$ cat config.mk
export PLATFORM = sky130hd
export DESIGN_NAME = scwm_top
export DESIGN_NICKNAME = d
export VERILOG_FILES = /design/src/hdl/scwm_pkg.sv /design/src/hdl/scwm_sync.sv /design/src/hdl/scwm_sticky.sv /design/src/hdl/scwm_top.sv
export VERILOG_INCLUDE_DIRS = /design/src /design/src/hdl
export SDC_FILE = /design/constraint.sdc
export NUM_CORES = 1
export LEC_CHECK = 0
export ABC_AREA = 1
export BUFFER_PORTS_ARGS = -buffer_cell sky130_fd_sc_hd__buf_4
export CORE_UTILIZATION = 28
export CTS_BUF_LIST = sky130_fd_sc_hd__clkbuf_4
export CTS_CLUSTER_SIZE = 8
export DETAILED_ROUTE_END_ITERATION = 10
export PLACE_DENSITY = 0.5
export SLEW_MARGIN = 25
export SYNTH_ARGS = -nofsm -noshare
export SYNTH_HDL_FRONTEND = slang
export SYNTH_HIERARCHICAL = 1
export SYNTH_SLANG_ARGS = --single-unit
$ cat constraint.sdc
create_clock -name ref_clk -period 3.8 [get_ports ref_clk]
set_input_delay 0.19 -clock ref_clk [delete_from_list [all_inputs] [get_ports ref_clk]]
set_output_delay 0.19 -clock ref_clk [all_outputs]
set_load 0.005 [all_outputs]
$ cat src/hdl/scwm_regs.svh
// Register indices, field positions, reset values and key codes of the clock/write monitor
// Function
// - Read-only protection status in oscillator control bit7
// - Control bit picks LCD clock: slow or timer3
// - External-input bit makes fast clock externally supplied
// - Fast oscillator drive bit: 1 normal, 0 weak
// - Three area detect enables at bits 6..4
// - Three area write flags at bits 2..0
// - Writing 0 clears a flag until next write
`ifndef SCWM_REGS_SVH
`define SCWM_REGS_SVH

// Register indices; byte address is four times the index
`define SCWM_IDX_SYSCTRL0   8'hE0
`define SCWM_IDX_SYSCTRL1   8'hE1
`define SCWM_IDX_SYSCTRL2   8'hE2
`define SCWM_IDX_OSCCTRL0   8'hE3
`define SCWM_IDX_KEY1       8'hE4
`define SCWM_IDX_KEY2       8'hE5
`define SCWM_IDX_AREAMON    8'hE6
`define SCWM_IDX_DBLCTRL0   8'hE8
`define SCWM_IDX_DBLCTRL1   8'hE9
`define SCWM_IDX_IRQSTAT    8'hF0
`define SCWM_IDX_IRQMASK    8'hF1

// Reset values
`define SCWM_RST_SYSCTRL0   8'hA0
`define SCWM_RST_SYSCTRL1   8'h04
`define SCWM_RST_SYSCTRL2   8'h2C
`define SCWM_RST_OSCCTRL0   8'h23
`define SCWM_RST_DBLCTRL0   8'h00
`define SCWM_RST_DBLCTRL1   8'h13

// Field positions
`define SCWM_BIT_PROTECT    7
`define SCWM_BIT_LCD_SRC    6
`define SCWM_BIT_FAST_EXT   2
`define SCWM_BIT_FAST_DRV   1
`define SCWM_BIT_SLOW_DRV   0
`define SCWM_BIT_DBL_LOCK   5
`define SCWM_MON_EN_LSB     4
`define SCWM_MON_EN_MSB     6

// Protection key codes
`define SCWM_KEY_A          8'h5A
`define SCWM_KEY_B          8'hA5

`endif

$ cat src/hdl/scwm_pkg.sv
// Types shared by the clock and write monitor block
package scwm_pkg;

    // One bit per detection area: [2] area 1A, [1] areas 2B-2G, [0] area 2A
    typedef logic [2:0] scwm_area_t;

    // Stored configuration, driven straight to the clock tree
    typedef struct packed {
        logic [7:0] sysCtrl0;
        logic [7:0] sysCtrl1;
        logic [7:0] sysCtrl2;
        logic [7:0] oscCtrl0;
        logic [7:0] dblCtrl0;
        logic [7:0] dblCtrl1;
    } scwm_clk_cfg_s;

    // Protection key sequencer
    typedef enum logic [1:0] {
        KEY_IDLE,
        KEY_ON_ARMED,
        KEY_OFF_ARMED
    } scwm_key_e;

endpackage

$ cat src/hdl/scwm_sync.sv
// Two-flop synchroniser for asynchronous level inputs
`timescale 1ns/1ps
`default_nettype none
module scwm_sync #(
    parameter int W = 3
) (
    // Clock and reset
    input  wire logic         ref_clk,
    input  wire logic         rstn,
    // Data
    input  wire logic [W-1:0] d,
    output var  logic [W-1:0] q
);

    logic [W-1:0] stage1;

    // First stage feeds only the second
    always_ff @(posedge ref_clk or negedge rstn) begin
        if (!rstn) begin
            stage1 <= '0;
            q      <= '0;
        end else begin
            stage1 <= d;
            q      <= stage1;
        end
    end

endmodule
`default_nettype wire

$ cat src/hdl/scwm_sticky.sv
// Bank of sticky flags where a set beats a simultaneous clear
`timescale 1ns/1ps
`default_nettype none
module scwm_sticky #(
    parameter int W = 3
) (
    // Clock and reset
    input  wire logic         ref_clk,
    input  wire logic         rstn,
    // Events and clears
    input  wire logic [W-1:0] setEvt,
    input  wire logic [W-1:0] clrBits,
    // Flags
    output var  logic [W-1:0] flags
);

    logic [W-1:0] next_flags;

    // Set wins so an event in the clearing cycle survives
    assign next_flags = (flags & ~clrBits) | setEvt;

    always_ff @(posedge ref_clk or negedge rstn) begin
        if (!rstn) begin
            flags <= '0;
        end else begin
            flags <= next_flags;
        end
    end

endmodule
`default_nettype wire

$ cat src/hdl/scwm_top.sv
// Clock control registers, protection keys and area write monitor behind Wishbone
`timescale 1ns/1ps
`default_nettype none
`include "scwm_regs.svh"
module scwm_top
    import scwm_pkg::*;
#(
    parameter int ADDR_W = 12
) (
    // Clock and reset
    input  wire logic          ref_clk,
    input  wire logic          rstn,
    // Wishbone classic slave
    input  wire logic          wb_cyc_i,
    input  wire logic          wb_stb_i,
    input  wire logic          wb_we_i,
    input  wire logic [3:0]    wb_sel_i,
    input  wire logic [ADDR_W-1:0] wb_adr_i,
    input  wire logic [31:0]   wb_dat_i,
    output var  logic [31:0]   wb_dat_o,
    output var  logic          wb_ack_o,
    // Area write strobes from the chip-select pins, asynchronous
    input  wire scwm_area_t    areaWriteIn,
    // Clock configuration to the clock tree
    output var  scwm_clk_cfg_s clkCfg,
    output var  logic          protectOn,
    // Interrupt
    output var  logic          irq
);

    ////////////////////////////////////////////////////////////////////////////////
    // Elaboration check

    generate
        if (ADDR_W < 11) begin : g_addrChk
            $error("scwm_top: ADDR_W must be at least 11");
        end
    endgenerate

    ////////////////////////////////////////////////////////////////////////////////
    // Declarations

    logic          busReq;
    logic          wrStb;
    logic          rdStb;
    logic [7:0]    regIdx;
    logic          upperZero;
    logic [7:0]    wByte;
    logic          selSys0;
    logic          selSys1;
    logic          selSys2;
    logic          selOsc0;
    logic          selKey1;
    logic          selKey2;
    logic          selMon;
    logic          selDbl0;
    logic          selDbl1;
    logic          selIrqStat;
    logic          selIrqMask;
    logic [7:0]    readByte;
    scwm_clk_cfg_s next_clkCfg;
    logic [7:0]    next_sysCtrl0;
    logic [7:0]    next_sysCtrl1;
    logic [7:0]    next_sysCtrl2;
    logic [7:0]    next_oscCtrl0;
    logic [7:0]    next_dblCtrl0;
    logic [7:0]    next_dblCtrl1;
    scwm_area_t    monEnable;
    scwm_area_t    next_monEnable;
    scwm_area_t    areaSync;
    scwm_area_t    areaPrev;
    scwm_area_t    areaRise;
    scwm_area_t    areaSet;
    scwm_area_t    areaClr;
    scwm_area_t    areaFlags;
    scwm_area_t    irqStat;
    scwm_area_t    irqClr;
    scwm_area_t    irqMask;
    scwm_area_t    next_irqMask;
    scwm_key_e     keyState;
    scwm_key_e     next_keyState;
    logic          next_protectOn;

    ////////////////////////////////////////////////////////////////////////////////
    // Bus decode

    // Fresh request only; the acked cycle is not taken twice
    assign busReq     = wb_cyc_i & wb_stb_i & ~wb_ack_o;
    assign wrStb      = busReq & wb_we_i & wb_sel_i[0];
    assign rdStb      = busReq & ~wb_we_i;
    assign regIdx     = wb_adr_i[9:2];
    assign upperZero  = (wb_adr_i[ADDR_W-1:10] == '0);
    assign wByte      = wb_dat_i[7:0];
    assign selSys0    = upperZero & (regIdx == `SCWM_IDX_SYSCTRL0);
    assign selSys1    = upperZero & (regIdx == `SCWM_IDX_SYSCTRL1);
    assign selSys2    = upperZero & (regIdx == `SCWM_IDX_SYSCTRL2);
    assign selOsc0    = upperZero & (regIdx == `SCWM_IDX_OSCCTRL0);
    assign selKey1    = upperZero & (regIdx == `SCWM_IDX_KEY1);
    assign selKey2    = upperZero & (regIdx == `SCWM_IDX_KEY2);
    assign selMon     = upperZero & (regIdx == `SCWM_IDX_AREAMON);
    assign selDbl0    = upperZero & (regIdx == `SCWM_IDX_DBLCTRL0);
    assign selDbl1    = upperZero & (regIdx == `SCWM_IDX_DBLCTRL1);
    assign selIrqStat = upperZero & (regIdx == `SCWM_IDX_IRQSTAT);
    assign selIrqMask = upperZero & (regIdx == `SCWM_IDX_IRQMASK);

    ////////////////////////////////////////////////////////////////////////////////
    // Register next values

    // Function merging a byte write into a stored register
    function automatic logic [7:0] wrMerge(input logic hit, input logic [7:0] cur,
                                          input logic [7:0] val);
        wrMerge = hit ? val : cur;
    endfunction

    assign next_sysCtrl0 = wrMerge(wrStb & selSys0, clkCfg.sysCtrl0, wByte);
    assign next_sysCtrl1 = wrMerge(wrStb & selSys1, clkCfg.sysCtrl1, {4'h0, wByte[3:0]});
    assign next_sysCtrl2 = wrMerge(wrStb & selSys2, clkCfg.sysCtrl2, {1'b0, wByte[6:0]});
    // Protect position never stored from the bus
    assign next_oscCtrl0 = wrMerge(wrStb & selOsc0, clkCfg.oscCtrl0, {1'b0, wByte[6:0]});
    // Lock flag has no lock-up logic behind it and stays clear
    assign next_dblCtrl0 = wrMerge(wrStb & selDbl0, clkCfg.dblCtrl0,
                                   {wByte[7:6], 1'b0, wByte[4], 4'h0});
    assign next_dblCtrl1 = wrMerge(wrStb & selDbl1, clkCfg.dblCtrl1, wByte);
    assign next_clkCfg   = {next_sysCtrl0, next_sysCtrl1, next_sysCtrl2,
                            next_oscCtrl0, next_dblCtrl0, next_dblCtrl1};

    // Area detect enables
    assign next_monEnable = (wrStb & selMon) ?
                            wByte[`SCWM_MON_EN_MSB:`SCWM_MON_EN_LSB] : monEnable;
    assign next_irqMask   = (wrStb & selIrqMask) ? wByte[2:0] : irqMask;

    // Configuration registers
    always_ff @(posedge ref_clk or negedge rstn) begin
        if (!rstn) begin
            clkCfg <= {`SCWM_RST_SYSCTRL0, `SCWM_RST_SYSCTRL1, `SCWM_RST_SYSCTRL2,
                       `SCWM_RST_OSCCTRL0, `SCWM_RST_DBLCTRL0, `SCWM_RST_DBLCTRL1};
            monEnable <= 3'h0;
            irqMask   <= 3'h0;
        end else begin
            clkCfg    <= next_clkCfg;
            monEnable <= next_monEnable;
            irqMask   <= next_irqMask;
        end
    end

    ////////////////////////////////////////////////////////////////////////////////
    // Protection key sequencer

    // Key1 arms, key2 completes; any other key value disarms
    always_comb begin
        next_keyState = keyState;
        if (wrStb & selKey1) begin
            if (wByte == `SCWM_KEY_A) begin
                next_keyState = KEY_ON_ARMED;
            end else if (wByte == `SCWM_KEY_B) begin
                next_keyState = KEY_OFF_ARMED;
            end else begin
                next_keyState = KEY_IDLE;
            end
        end else if (wrStb & selKey2) begin
            next_keyState = KEY_IDLE;
        end
    end

    // Only a completed key pair moves the protect bit
    always_comb begin
        next_protectOn = protectOn;
        if (wrStb & selKey2) begin
            case (keyState)
                KEY_ON_ARMED: begin
                    next_protectOn = (wByte == `SCWM_KEY_B) ? 1'b1 : protectOn;
                end
                KEY_OFF_ARMED: begin
                    next_protectOn = (wByte == `SCWM_KEY_A) ? 1'b0 : protectOn;
                end
                default: begin
                    next_protectOn = protectOn;
                end
            endcase
        end
    end

    always_ff @(posedge ref_clk or negedge rstn) begin
        if (!rstn) begin
            keyState  <= KEY_IDLE;
            protectOn <= 1'b0;
        end else begin
            keyState  <= next_keyState;
            protectOn <= next_protectOn;
        end
    end

    ////////////////////////////////////////////////////////////////////////////////
    // Area write detection

    scwm_sync #(
        .W (3)
    ) u_areaSync (
        .ref_clk (ref_clk),
        .rstn    (rstn),
        .d       (areaWriteIn),
        .q       (areaSync)
    );

    // Edge found on the synchronised copy, one flag event per strobe
    always_ff @(posedge ref_clk or negedge rstn) begin
        if (!rstn) begin
            areaPrev <= 3'h0;
        end else begin
            areaPrev <= areaSync;
        end
    end

    assign areaRise = areaSync & ~areaPrev;
    assign areaSet  = areaRise & monEnable;
    // Writing 0 clears; writing 1 leaves the flag alone
    assign areaClr  = (wrStb & selMon) ? ~wByte[2:0] : 3'h0;

    scwm_sticky #(
        .W (3)
    ) u_areaFlags (
        .ref_clk (ref_clk),
        .rstn    (rstn),
        .setEvt  (areaSet),
        .clrBits (areaClr),
        .flags   (areaFlags)
    );

    ////////////////////////////////////////////////////////////////////////////////
    // Interrupt status, write one to clear

    assign irqClr = (wrStb & selIrqStat) ? wByte[2:0] : 3'h0;

    scwm_sticky #(
        .W (3)
    ) u_irqStat (
        .ref_clk (ref_clk),
        .rstn    (rstn),
        .setEvt  (areaSet),
        .clrBits (irqClr),
        .flags   (irqStat)
    );

    // Registered so the pin is glitch free, at one cycle of latency
    always_ff @(posedge ref_clk or negedge rstn) begin
        if (!rstn) begin
            irq <= 1'b0;
        end else begin
            irq <= |(irqStat & irqMask);
        end
    end

    ////////////////////////////////////////////////////////////////////////////////
    // Read path and acknowledge

    // Key registers and unmapped indices read zero
    assign readByte =
        selSys0    ? clkCfg.sysCtrl0 :
        selSys1    ? clkCfg.sysCtrl1 :
        selSys2    ? clkCfg.sysCtrl2 :
        selOsc0    ? {protectOn, clkCfg.oscCtrl0[6:0]} :
        selMon     ? {1'b0, monEnable, 1'b0, areaFlags} :
        selDbl0    ? clkCfg.dblCtrl0 :
        selDbl1    ? clkCfg.dblCtrl1 :
        selIrqStat ? {5'h00, irqStat} :
        selIrqMask ? {5'h00, irqMask} : 8'h00;

    // Single wait state answer, ack drops the cycle after
    always_ff @(posedge ref_clk or negedge rstn) begin
        if (!rstn) begin
            wb_ack_o <= 1'b0;
            wb_dat_o <= 32'h00000000;
        end else begin
            wb_ack_o <= busReq;
            wb_dat_o <= rdStb ? {24'h000000, readByte} : 32'h00000000;
        end
    end
endmodule
`default_nettype wire

After elaboration in Yosys (flattened, before gate mapping)
Index checks and enable logic that the tools add are counted.
- word-level logic and storage cells: 99
- memories: 0
- bits in latches: 0
- memory bits (writable): 0
- bits in registers: 71
- ROM bits: 0
- bits of input ports: 56
- output and inout bits: 83
- $add $sub $neg: 0
- shifts and indexed selects: 0
- magnitude comparators: 0
- bitwise logic cells: 40
- multiplexer cells: 19
- equal/unequal tests: 17
- $mul: 0
- reductions and logical operators: 5
- div/mod/pow operators: 0
- operator list (operator ; count):
    == test 8 bit, second input constant ; 12
    two-way mux 8 bit ; 8
    AND 1 bit ; 27
    AND 3 bit ; 5
    two-way mux 3 bit ; 4
    NOT 3 bit ; 4
    == test 8 x 7 -> 1 bit, second input constant ; 1
    two-way mux 2 bit ; 4
    bitwise OR 3 bit ; 2
    != test 2 bit, second input constant ; 2
    AND reduction 4 bit ; 1
    nonzero test 2 bit ; 2
    OR reduction 3 bit ; 1
    == test 2 x 1 -> 1 bit, second input constant ; 1
    == test 2 bit, second input constant ; 1
    zero test 2 bit ; 1
    two-way mux 1 bit ; 2
    NOT 1 bit ; 2
    one-hot mux 1 bit (2 select lines) ; 1

Longest topological paths before layout
Gate-level depths: netlist (run 1).
- depth in word-level cells: 12
- gate-level depth with buffers: 12
- mapped depth without buffers: 12

By module
Netlist (run 1), hierarchy kept.
- by module, submodules not included (module ; cells each ; area an instance (µm²) ; instances):
    scwm_top ; 413 ; 3246.9 ; 1
    scwm_sticky ; 15 ; 120.1 ; 2
    scwm_sync ; 6 ; 150.1 ; 1

Worst setup path before layout (run 1)
No wires, ideal clock.
- kind: register to register
- start: register wb_ack_o
- end: register clkCfg[46] (netlist name)
- setup slack: 2370 ps
- arrival time: 1307 ps
- stages on the path, launching flop included: 10
- clock period less this slack: 1430 ps
- path through: dfrtp_1 -> nor2_1 -> nand2_1 -> nor2_4 -> inv_2 -> nor2_2 -> nand2_2 -> buf_4 -> nand2_1 -> o21ai_1
- longest elaborated chain between the ends: 5
- ends and longest elaborated chain (element ; line ; source):
    start, declared ; scwm_top.sv:21 ; output var logic wb_ack_o,
    start signal, assigned ; scwm_top.sv:274 ; wb_ack_o <= busReq;
    NOT 1 bit ; scwm_top.sv:88 ; assign busReq = wb_cyc_i & wb_stb_i & ~wb_ack_o;
    AND 1 bit ; scwm_top.sv:88 ;
    AND 1 bit (2 in series) ; scwm_top.sv:89 ; assign wrStb = busReq & wb_we_i & wb_sel_i[0];
    AND 1 bit ; scwm_top.sv:115 ; assign next_sysCtrl0 = wrMerge(wrStb & selSys0, clkCfg.sysCtrl0, wByte);
    end signal, assigned ; scwm_top.sv:135 ; clkCfg <= {`SCWM_RST_SYSCTRL0, `SCWM_RST_SYSCTRL1, `SCWM_RST_SYSCTRL2,
    end signal, assigned ; scwm_top.sv:140 ; clkCfg <= next_clkCfg;
    end, declared ; scwm_top.sv:25 ; output var scwm_clk_cfg_s clkCfg,
No other way between the ends.
A chain may end at the register's enable or synchronous reset.

Final worst setup path (run 1)
- start: register wb_ack_o
- end: register clkCfg[45] (netlist name)
Same word-level chain as after synthesis.

==> results of run 1 <==
==> stage by stage <==
step	std cells	utilization	hold slack (ps)
floorplan	483	-	-106
detailed placement	690	0.336	301
global placement	690	0.336	300
finish	710	0.351	35.4
global route	710	0.351	12.1
CTS	710	0.351	6.08
==> flip-flops by register name (all words and copies together) (netlist names) <==
name,cells
clkCfg,37
u_areaSync/q,3
u_irqStat/flags,3
irqMask,3
irq,1
keyState,2
wb_ack_o,1
protectOn,1
monEnable,3
u_areaSync/stage1,3
wb_dat_o,8
u_areaFlags/flags,3
areaPrev,3
==> power groups by stage <==
stage | combinational, uW | sequential (uW) | clock [uW]
2_1_floorplan | 62.3 | 779 | 0
3_3_place_gp | 93.6 | 779 | 0
3_5_place_dp | 94.3 | 780 | 0
4_1_cts | 97.9 | 766 | 508
5_1_grt | 111 | 767 | 537
6_report | 96.1 | 766 | 488
==> per-layer routing <==
metal  part of all wire  vias to the layer above
met3              0.053                       11
met5                  0                        -
li1                   -                     1534
met4              0.013                        0
met1               0.46                     1476
met2               0.48                       91
==> worst min-delay path: stages <==
cell and delay (ps):
buf_4 90, nor2_1 40, inv_1 40, nand2_1 40, nand2_1 50
==> worst paths after layout <==
| check | start | end | slack [ps] | depth (start not counted) |
|---|---|---|---|---|
| worst max-delay path | wb_ack_o | clkCfg[45] | 2130 | 7 |
| worst min-delay path | wb_dat_i[2] | u_areaFlags/flags[2] | 40 | 5 |
| worst max register to register | wb_ack_o | clkCfg[45] | 2130 | 7 |
| worst min register to register | u_areaSync/stage1[2] | u_areaSync/q[2] | 360 | 0 |
| max in group asynchronous | rstn | irq | 2800 | 2 |
| min in group asynchronous | rstn | clkCfg[25] | 420 | 2 |
==> synthesized netlist by cell type (all sizes together) <==
cell type / number / area [um^2]
buf: 39 / 292
o22ai: 1 / 6.26
nand4: 11 / 75.1
o21ai: 56 / 280
nand2: 135 / 527
a21oi: 10 / 50.1
or2: 1 / 6.26
nand3: 20 / 110
a21boi: 1 / 7.51
ha: 2 / 25.0
o211ai: 2 / 15.0
nor4: 4 / 25.0
nor3: 1 / 5.00
dfstp: 12 / 315
nor2: 36 / 200
dfrtp: 59 / 1480
inv: 58 / 218
conb: 1 / 3.75
==> cells by family (layout without fill, tap and decap cells) <==
logic type / after synthesis / count (layout) / synth area share
other: 1 / 35 / 0.00103
DFF: 71 / 71 / 0.493
buffers and inverters: 97 / 152 / 0.140
and+or+nand+nor: 208 / 208 / 0.261
AOI/OAI and AO/OA: 70 / 70 / 0.0987
adders and majority gates: 2 / 2 / 0.00688
==> cell usage in the layout (no fill, tap or decap), drive strengths merged, types with 3 or more instances in the layout <==
cell type and n:
a21oi 10, buf 74, clkbuf 9, clkinv 3
conb 35, dfrtp 59, dfstp 12, dlygate4sd3 4
inv 59, nand2 135, nand3 20, nand4 11
nor2 36, nor4 4, o21ai 56
==> final cells by class <==
class / count / share of cell area
clock buffer: 9 / 0.0153
timing repair buffer: 78 / 0.135
multi-input combinational: 315 / 0.331
sequential: 71 / 0.405
clock inverter: 7 / 0.0164
tap: 172 / 0.0486
inverter: 58 / 0.0492
==> results.txt, run 1 <==
The first detailed-routing pass took 4 iterations. Area of the core: 0.0126 mm^2. The transition time of the tightest slew-check pin is 907 ps, and the total setup buffers inserted after CTS is 0. Summing every instance area after synthesis gives 0.00364 mm^2. The leakage power was 0.00219 uW; the number of standard-cell rows in the floorplan was 41. The area of the multi-input gates is 0.00146 mm^2. Data arrives at the worst endpoint at 2020 ps. For this design the ratio of total power to cell area is 305 mW/mm^2.

The run gives 0 as the remaining number of nets flagged by the antenna check after routing. After detailed placement, the total cell area comes to 0.00424 mm^2. Summing over every cut layer, the via total after detailed routing is 3112. The met1 track utilization from global routing was 0.205.

The area growth from synthesis to layout works out to 21.6%. Before CTS, the worst setup slack after placement is 2070 ps. The global-route track usage on met2 was 0.255; the switching fraction of total power was 0.264.

The met3 track demand over resource in global routing was 0.0324; the overall die area was 0.0135 mm^2. TritonCTS built the clock tree. The share of total power in combinational logic is 0.071, and the total clock buffers created by CTS is 9. Global routing's busiest layer: met2. The clock skew after layout came out at 19.4 ps. The final clock period utilization by the worst path was 0.439. Setup violations remaining at the end of the flow were counted as 0. The logs give 0.852 for the last weighted congestion value of the routability-driven placer and 0.00442 mm^2 for the finished layout cell area.

Summed over all nets, the switching power comes to 357 uW. The clock latency of the later-clocked register in the worst-skew pair is 440 ps, and the time the final worst path needs with I/O delays and setup is 1670 ps. The clock net sink count was 71; the number of buffers and inverters on the critical path was 1. The design draws 1350 uW. The run gives 0.288 as the starting utilization of the core area.

Among all stages on the critical path, the largest delay is contributed by dfrtp_1. Synthesis produced 449 cells. The repair_antennas step left the layout with diodes totalling 0. Number of pins with negative max-slew slack in the final report: 0. The clock power share is 0.361, and the wire length per cell is 13.7 um. The logs give 168 for the first-iteration detailed-routing DRC count and 0.567 for the relative contribution of sequential cells to total power.

The largest incremental delay on the critical path came out at 400 ps. The tools report the final wirelength as 9740 um. Port buffering added 74 buffers. After clock tree synthesis, the flow added hold-fix buffers numbering 4. Static timing analysis puts the maximum clock frequency at 599 MHz. The total congestion overflow is 0. Once routing completed, OpenROAD measured the worst setup slack at 2130 ps. The tools report the post-detailed-route DRC marker count as 0.

Across the whole layout, storage elements account for 0.00179 mm^2. The width of the chip is 116 um, and the total negative slack is 0 ps. Number of global-route vias before repair: 2922. For the count of endpoints failing hold in the final timing report, the log shows 0. Gates resized during post-CTS repair numbered 0.

The setup path with the least slack is of type register to register. STA classifies the critical path startpoint as a register. The critical path goes through nor2_1 > nand2_1 > nor2_4 > inv_2 > nor2_2 > nand2_2 > o21ai_0. The overall global routing resource usage is 0.156, and the max-slew headroom at the worst pin is 0.395. Dividing the synthesized area by the synthesized cell count gives 8.10 um^2. The number of violations of the max-capacitance limit came out at 0. The family of cells with the greatest summed delay on the critical path is simple AND/OR/NAND/NOR gates. The sequential-to-total area share from yosys stat was 0.493; the count of cell types in the netlist was 29. The path class of the tightest hold or removal check is input port to register. 139 I/O pins were placed.

Setup repair after global routing left no endpoint under its margin. The vertical extent of the die came out at 116 um. The first global-routing pass estimated 15500 um of wire. In this run, synthesis produced a sequential element count of 71. At the worst endpoint, the required time is 4150 ps.

In this run the worst path has a maximum fanout of 16. Using the TritonRoute via totals, the vias-per-cell ratio works out to 4.38. The internal portion of the total power is 993 uW.

The tools report the clock tree buffer depth as 2. The worst setup path is captured at a register. The run finished with clean final reports. Clock tree synthesis selected as its root buffer the cell clkbuf_4. The number of antenna violations at the first check in global routing is 0. The number of warnings printed during yosys synthesis is 6, and the clock transition at the register clock pins on the worst setup and hold paths after CTS is 140 ps. Entering global routing, the biggest net connects 72 pins. The filler cells instantiated in the layout total 1376. For the detailed-placement wirelength estimate, the log shows 7360 um. The fraction of layout cells with a size suffix above 1 is 0.238. The total number of nets in the final design came out at 591. CTS built an H-tree with a depth of 3. The largest vdd supply drop came out at 0.000198 V.
(Power assumes the default switching activity.)
==> inputs of run 2 (changes only) <==
--- a/config.mk
+++ b/config.mk
@@ -12,7 +12,7 @@
 export CTS_BUF_LIST = sky130_fd_sc_hd__clkbuf_4
 export CTS_CLUSTER_SIZE = 8
 export DETAILED_ROUTE_END_ITERATION = 10
-export PLACE_DENSITY = 0.5
+export PLACE_DENSITY = 0.51
 export SLEW_MARGIN = 25
 export SYNTH_ARGS = -nofsm -noshare
 export SYNTH_HDL_FRONTEND = slang
==> constraint.sdc (replaced) <==
create_clock -name ref_clk -period 1.5 [get_ports ref_clk]
set_input_delay 0.075 -clock ref_clk [delete_from_list [all_inputs] [get_ports ref_clk]]
set_output_delay 0.075 -clock ref_clk [all_outputs]
set_load 0.005 [all_outputs]
==> run 2 against run 1 <==
Compared with the run above: via count rose by 4.6%; first-iteration DRC count rose by 4.8%; combinational power rose to 3.2 times the previous value; non-clock buffer count rose by 41; count of clock-buffer cells in the layout rose by 3; hold slack improved by 12 ps; clock skew fell by 12 ps; die area did not move; sequential share of layout area fell by 3.5 points; critical path depth rose by 3; final cell count rose by 5.8%; global-route usage rose by 0.53 points; critical path type unchanged; largest power group unchanged.
==> results.txt, run 2 (synthesis results as in run 1) <==
The count of endpoints failing hold in the final timing report was 0 (unchanged). The starting utilization of the core area is 0.288 (unchanged). The worst setup path is of the register to register kind. Final clock period utilization by the worst path: 0.920 (+0.481). The final number of setup-violating endpoints was 0 (unchanged); the clock transition at the register clock pins on the worst setup and hold paths after CTS was 110 ps (-30 ps).

The area used by sequential logic in the layout is 0.00179 mm^2 (unchanged). The relative contribution of sequential cells to total power was 0.559 (-0.008). Leakage power: 0.00245 uW (+12%). The time the final worst path needs with I/O delays and setup was 1380 ps (-289 ps).

The number of standard-cell rows in the floorplan is 41 (unchanged). The width of the chip was 116 um (unchanged). The tools report the maximum clock frequency as 724 MHz (+21%).

For the first-pass GRT wire length, the log shows 16000 um (+3.6%). The worst path arrival time came out at 1700 ps (-320 ps). Fraction of layout cells with a size suffix above 1: 0.295 (+0.0574). Largest register by flop count: clkCfg. The number of flip-flops in the largest register works out to 37 (unchanged).

The maximum fanout along the worst path is 3 (-13). The run gives 0.089 (+0.018) as the share of total power in combinational logic. TritonCTS built the clock tree.

The wire length per cell works out to 13.4 um (-2.6%). The run gives 0.162 (+0.00534) as the overall global routing resource usage. The number of optimization iterations in the first detailed-route pass came out at 4 (unchanged). The tools report the total congestion overflow as 0 (unchanged).

The endpoint type of the worst setup path is a register. The tools report the number of pins with negative max-slew slack in the final report as 0 (unchanged). The detailed-placement wirelength estimate was 7700 um (+4.6%); the area of the core was 0.0126 mm^2 (unchanged).

For the number of antenna violations at the first check in global routing, the log shows 0 (unchanged). The largest vdd supply drop came out at 0.000462 V (+130%). Setup repair after global routing could not meet its margin everywhere. Clock tree buffer depth: 2 (unchanged). Total inserted antenna cells: 0 (unchanged). In this run the clock root is driven by a clkbuf_4. For the remaining number of nets flagged by the antenna check after routing, the log shows 0 (unchanged).

The clock power share is 0.352 (-0.009), and the pin count of the biggest net entering global routing is 41 (-43%). The total of fill cells in the finished design is 1347 (-2.1%). The logs give 3470 uW (+160%) for the total power and 632 (+6.9%) for the total number of nets in the final design.

The last weighted congestion value of the routability-driven placer is 0.838 (-1.6%), and the required time of the critical path is 1820 ps (-2330 ps). The tools report the final hold slack as 47.6 ps (+12.2 ps). The count of buffers inserted at the top-level ports is 74 (unchanged).

The switching component of the power was 859 uW (+140%). Number of non-filler instances in the completed layout: 751 (+5.8%). The run finished with clean final reports. Number of instances in the placed design: 723 (+4.8%).

The count of vias placed by the detailed router was 3256 (+4.6%); the total clock buffers created by CTS was 9 (unchanged). The run gives 176 (+4.8%) as the first-iteration detailed-routing DRC count. The overall die area was 0.0135 mm^2 (unchanged); the post-detailed-route DRC marker count was 0 (unchanged). The number of violations of the max-capacitance limit is 0 (unchanged). The tools report the area of the multi-input gates as 0.00153 mm^2 (+4.8%).

The worst setup path is launched from a register. The number of I/O pins is 139 (unchanged). In the layout the commonest cells are nand2_1 (126), buf_4 (105), dfrtp_1 (59), inv_1 (50), conb_1 (35). The total negative slack is 0 ps (unchanged).

The clock skew after layout is 7.39 ps (-12.0 ps), and the vertical extent of the die is 116 um (unchanged). The area growth from synthesis to layout works out to 33.2%. The logs give 71 (unchanged) for the clock net sink count and 3102 (+6.2%) for the number of global-route vias before repair. The internal power was 2610 uW (+160%); the routed via count divided by cell count was 4.34 (-1.1%). The tightest min-delay check is of the input port to register type. The clock latency of the later-clocked register in the worst-skew pair was 420 ps (-20 ps). The switching fraction of total power was 0.248 (-0.0167); the areal power density over the cells was 716 mW/mm^2 (+130%). The run gives 10000 um (+3.1%) as the final wirelength. The largest registers in the layout are clkCfg: 37 flops, wb_dat_o: 8 flops. The number of H-tree branching levels was 3 (unchanged). Most common cell after layout, fill and taps aside: nand2_1.
## run 2: metal layers
metal / GRT usage / part of all wire
met4: 0.0632 / 0.017
met3: 0.0324 / 0.053
met5: 0 / 0
met1: 0.208 / 0.45
met2: 0.266 / 0.47
## run 2: power by group through the flow
stage | clock, uW | sequential (uW) | combinational (uW)
after floorplan | 0 | 1970 | 158
after global placement | 0 | 1970 | 278
after detailed placement | 0 | 1980 | 283
after CTS | 1290 | 1940 | 306
after global routing | 1350 | 1940 | 346
final | 1220 | 1940 | 308
## run 2: layout make-up
| type | instances | share of cell area |
|---|---|---|
| clock inverters | 4 | 0.00955 |
| well taps | 172 | 0.0444 |
| multi-input cells | 315 | 0.317 |
| inverters | 58 | 0.0449 |
| repair buffers | 119 | 0.196 |
| flip-flops and latches | 71 | 0.370 |
| clock buffers | 12 | 0.0186 |
## run 2: worst paths after layout
path                                           start  cells after the start            endpoint  slack [ps]
worst max-delay path                        wb_ack_o                     10  u_irqStat/flags[0]         120
worst min-delay path                     wb_dat_i[4]                      5         keyState[1]          50
worst max register to register              wb_ack_o                     10  u_irqStat/flags[0]         120
worst min register to register  u_areaSync/stage1[0]                      0     u_areaSync/q[0]         360
max in group asynchronous                       rstn                      3           clkCfg[4]         770
min in group asynchronous                       rstn                      2         wb_dat_o[1]         120
## run 2: stage by stage
stage,utilization,worst slack (ps),area [um^2]
CTS,0.378,11.5,4770
finish,0.384,120,4850
global placement,0.358,-2.72,4520
floorplan,-,69.5,3760
detailed placement,0.358,-5.89,4520
global route,0.384,-5.78,4850
## run 2: worst max-delay path: stages, from the launching register on
cell	delay, ps
dfrtp_1	390
nor2_1	80
nand2_1	100
nor2_4	150
buf_6	140
buf_6	100
nand3_4	70
nor2_2	100
inv_1	40
nand2_1	50
nand2_1	50
## run 2: what timing repair did
item                       4_1_cts  5_1_grt
setup endpoints to repair       11       56
resized for setup                0       19
buffers inserted                 2        0
hold endpoints to repair        80        0
hold buffers                    10        0
pin swaps                        1        5
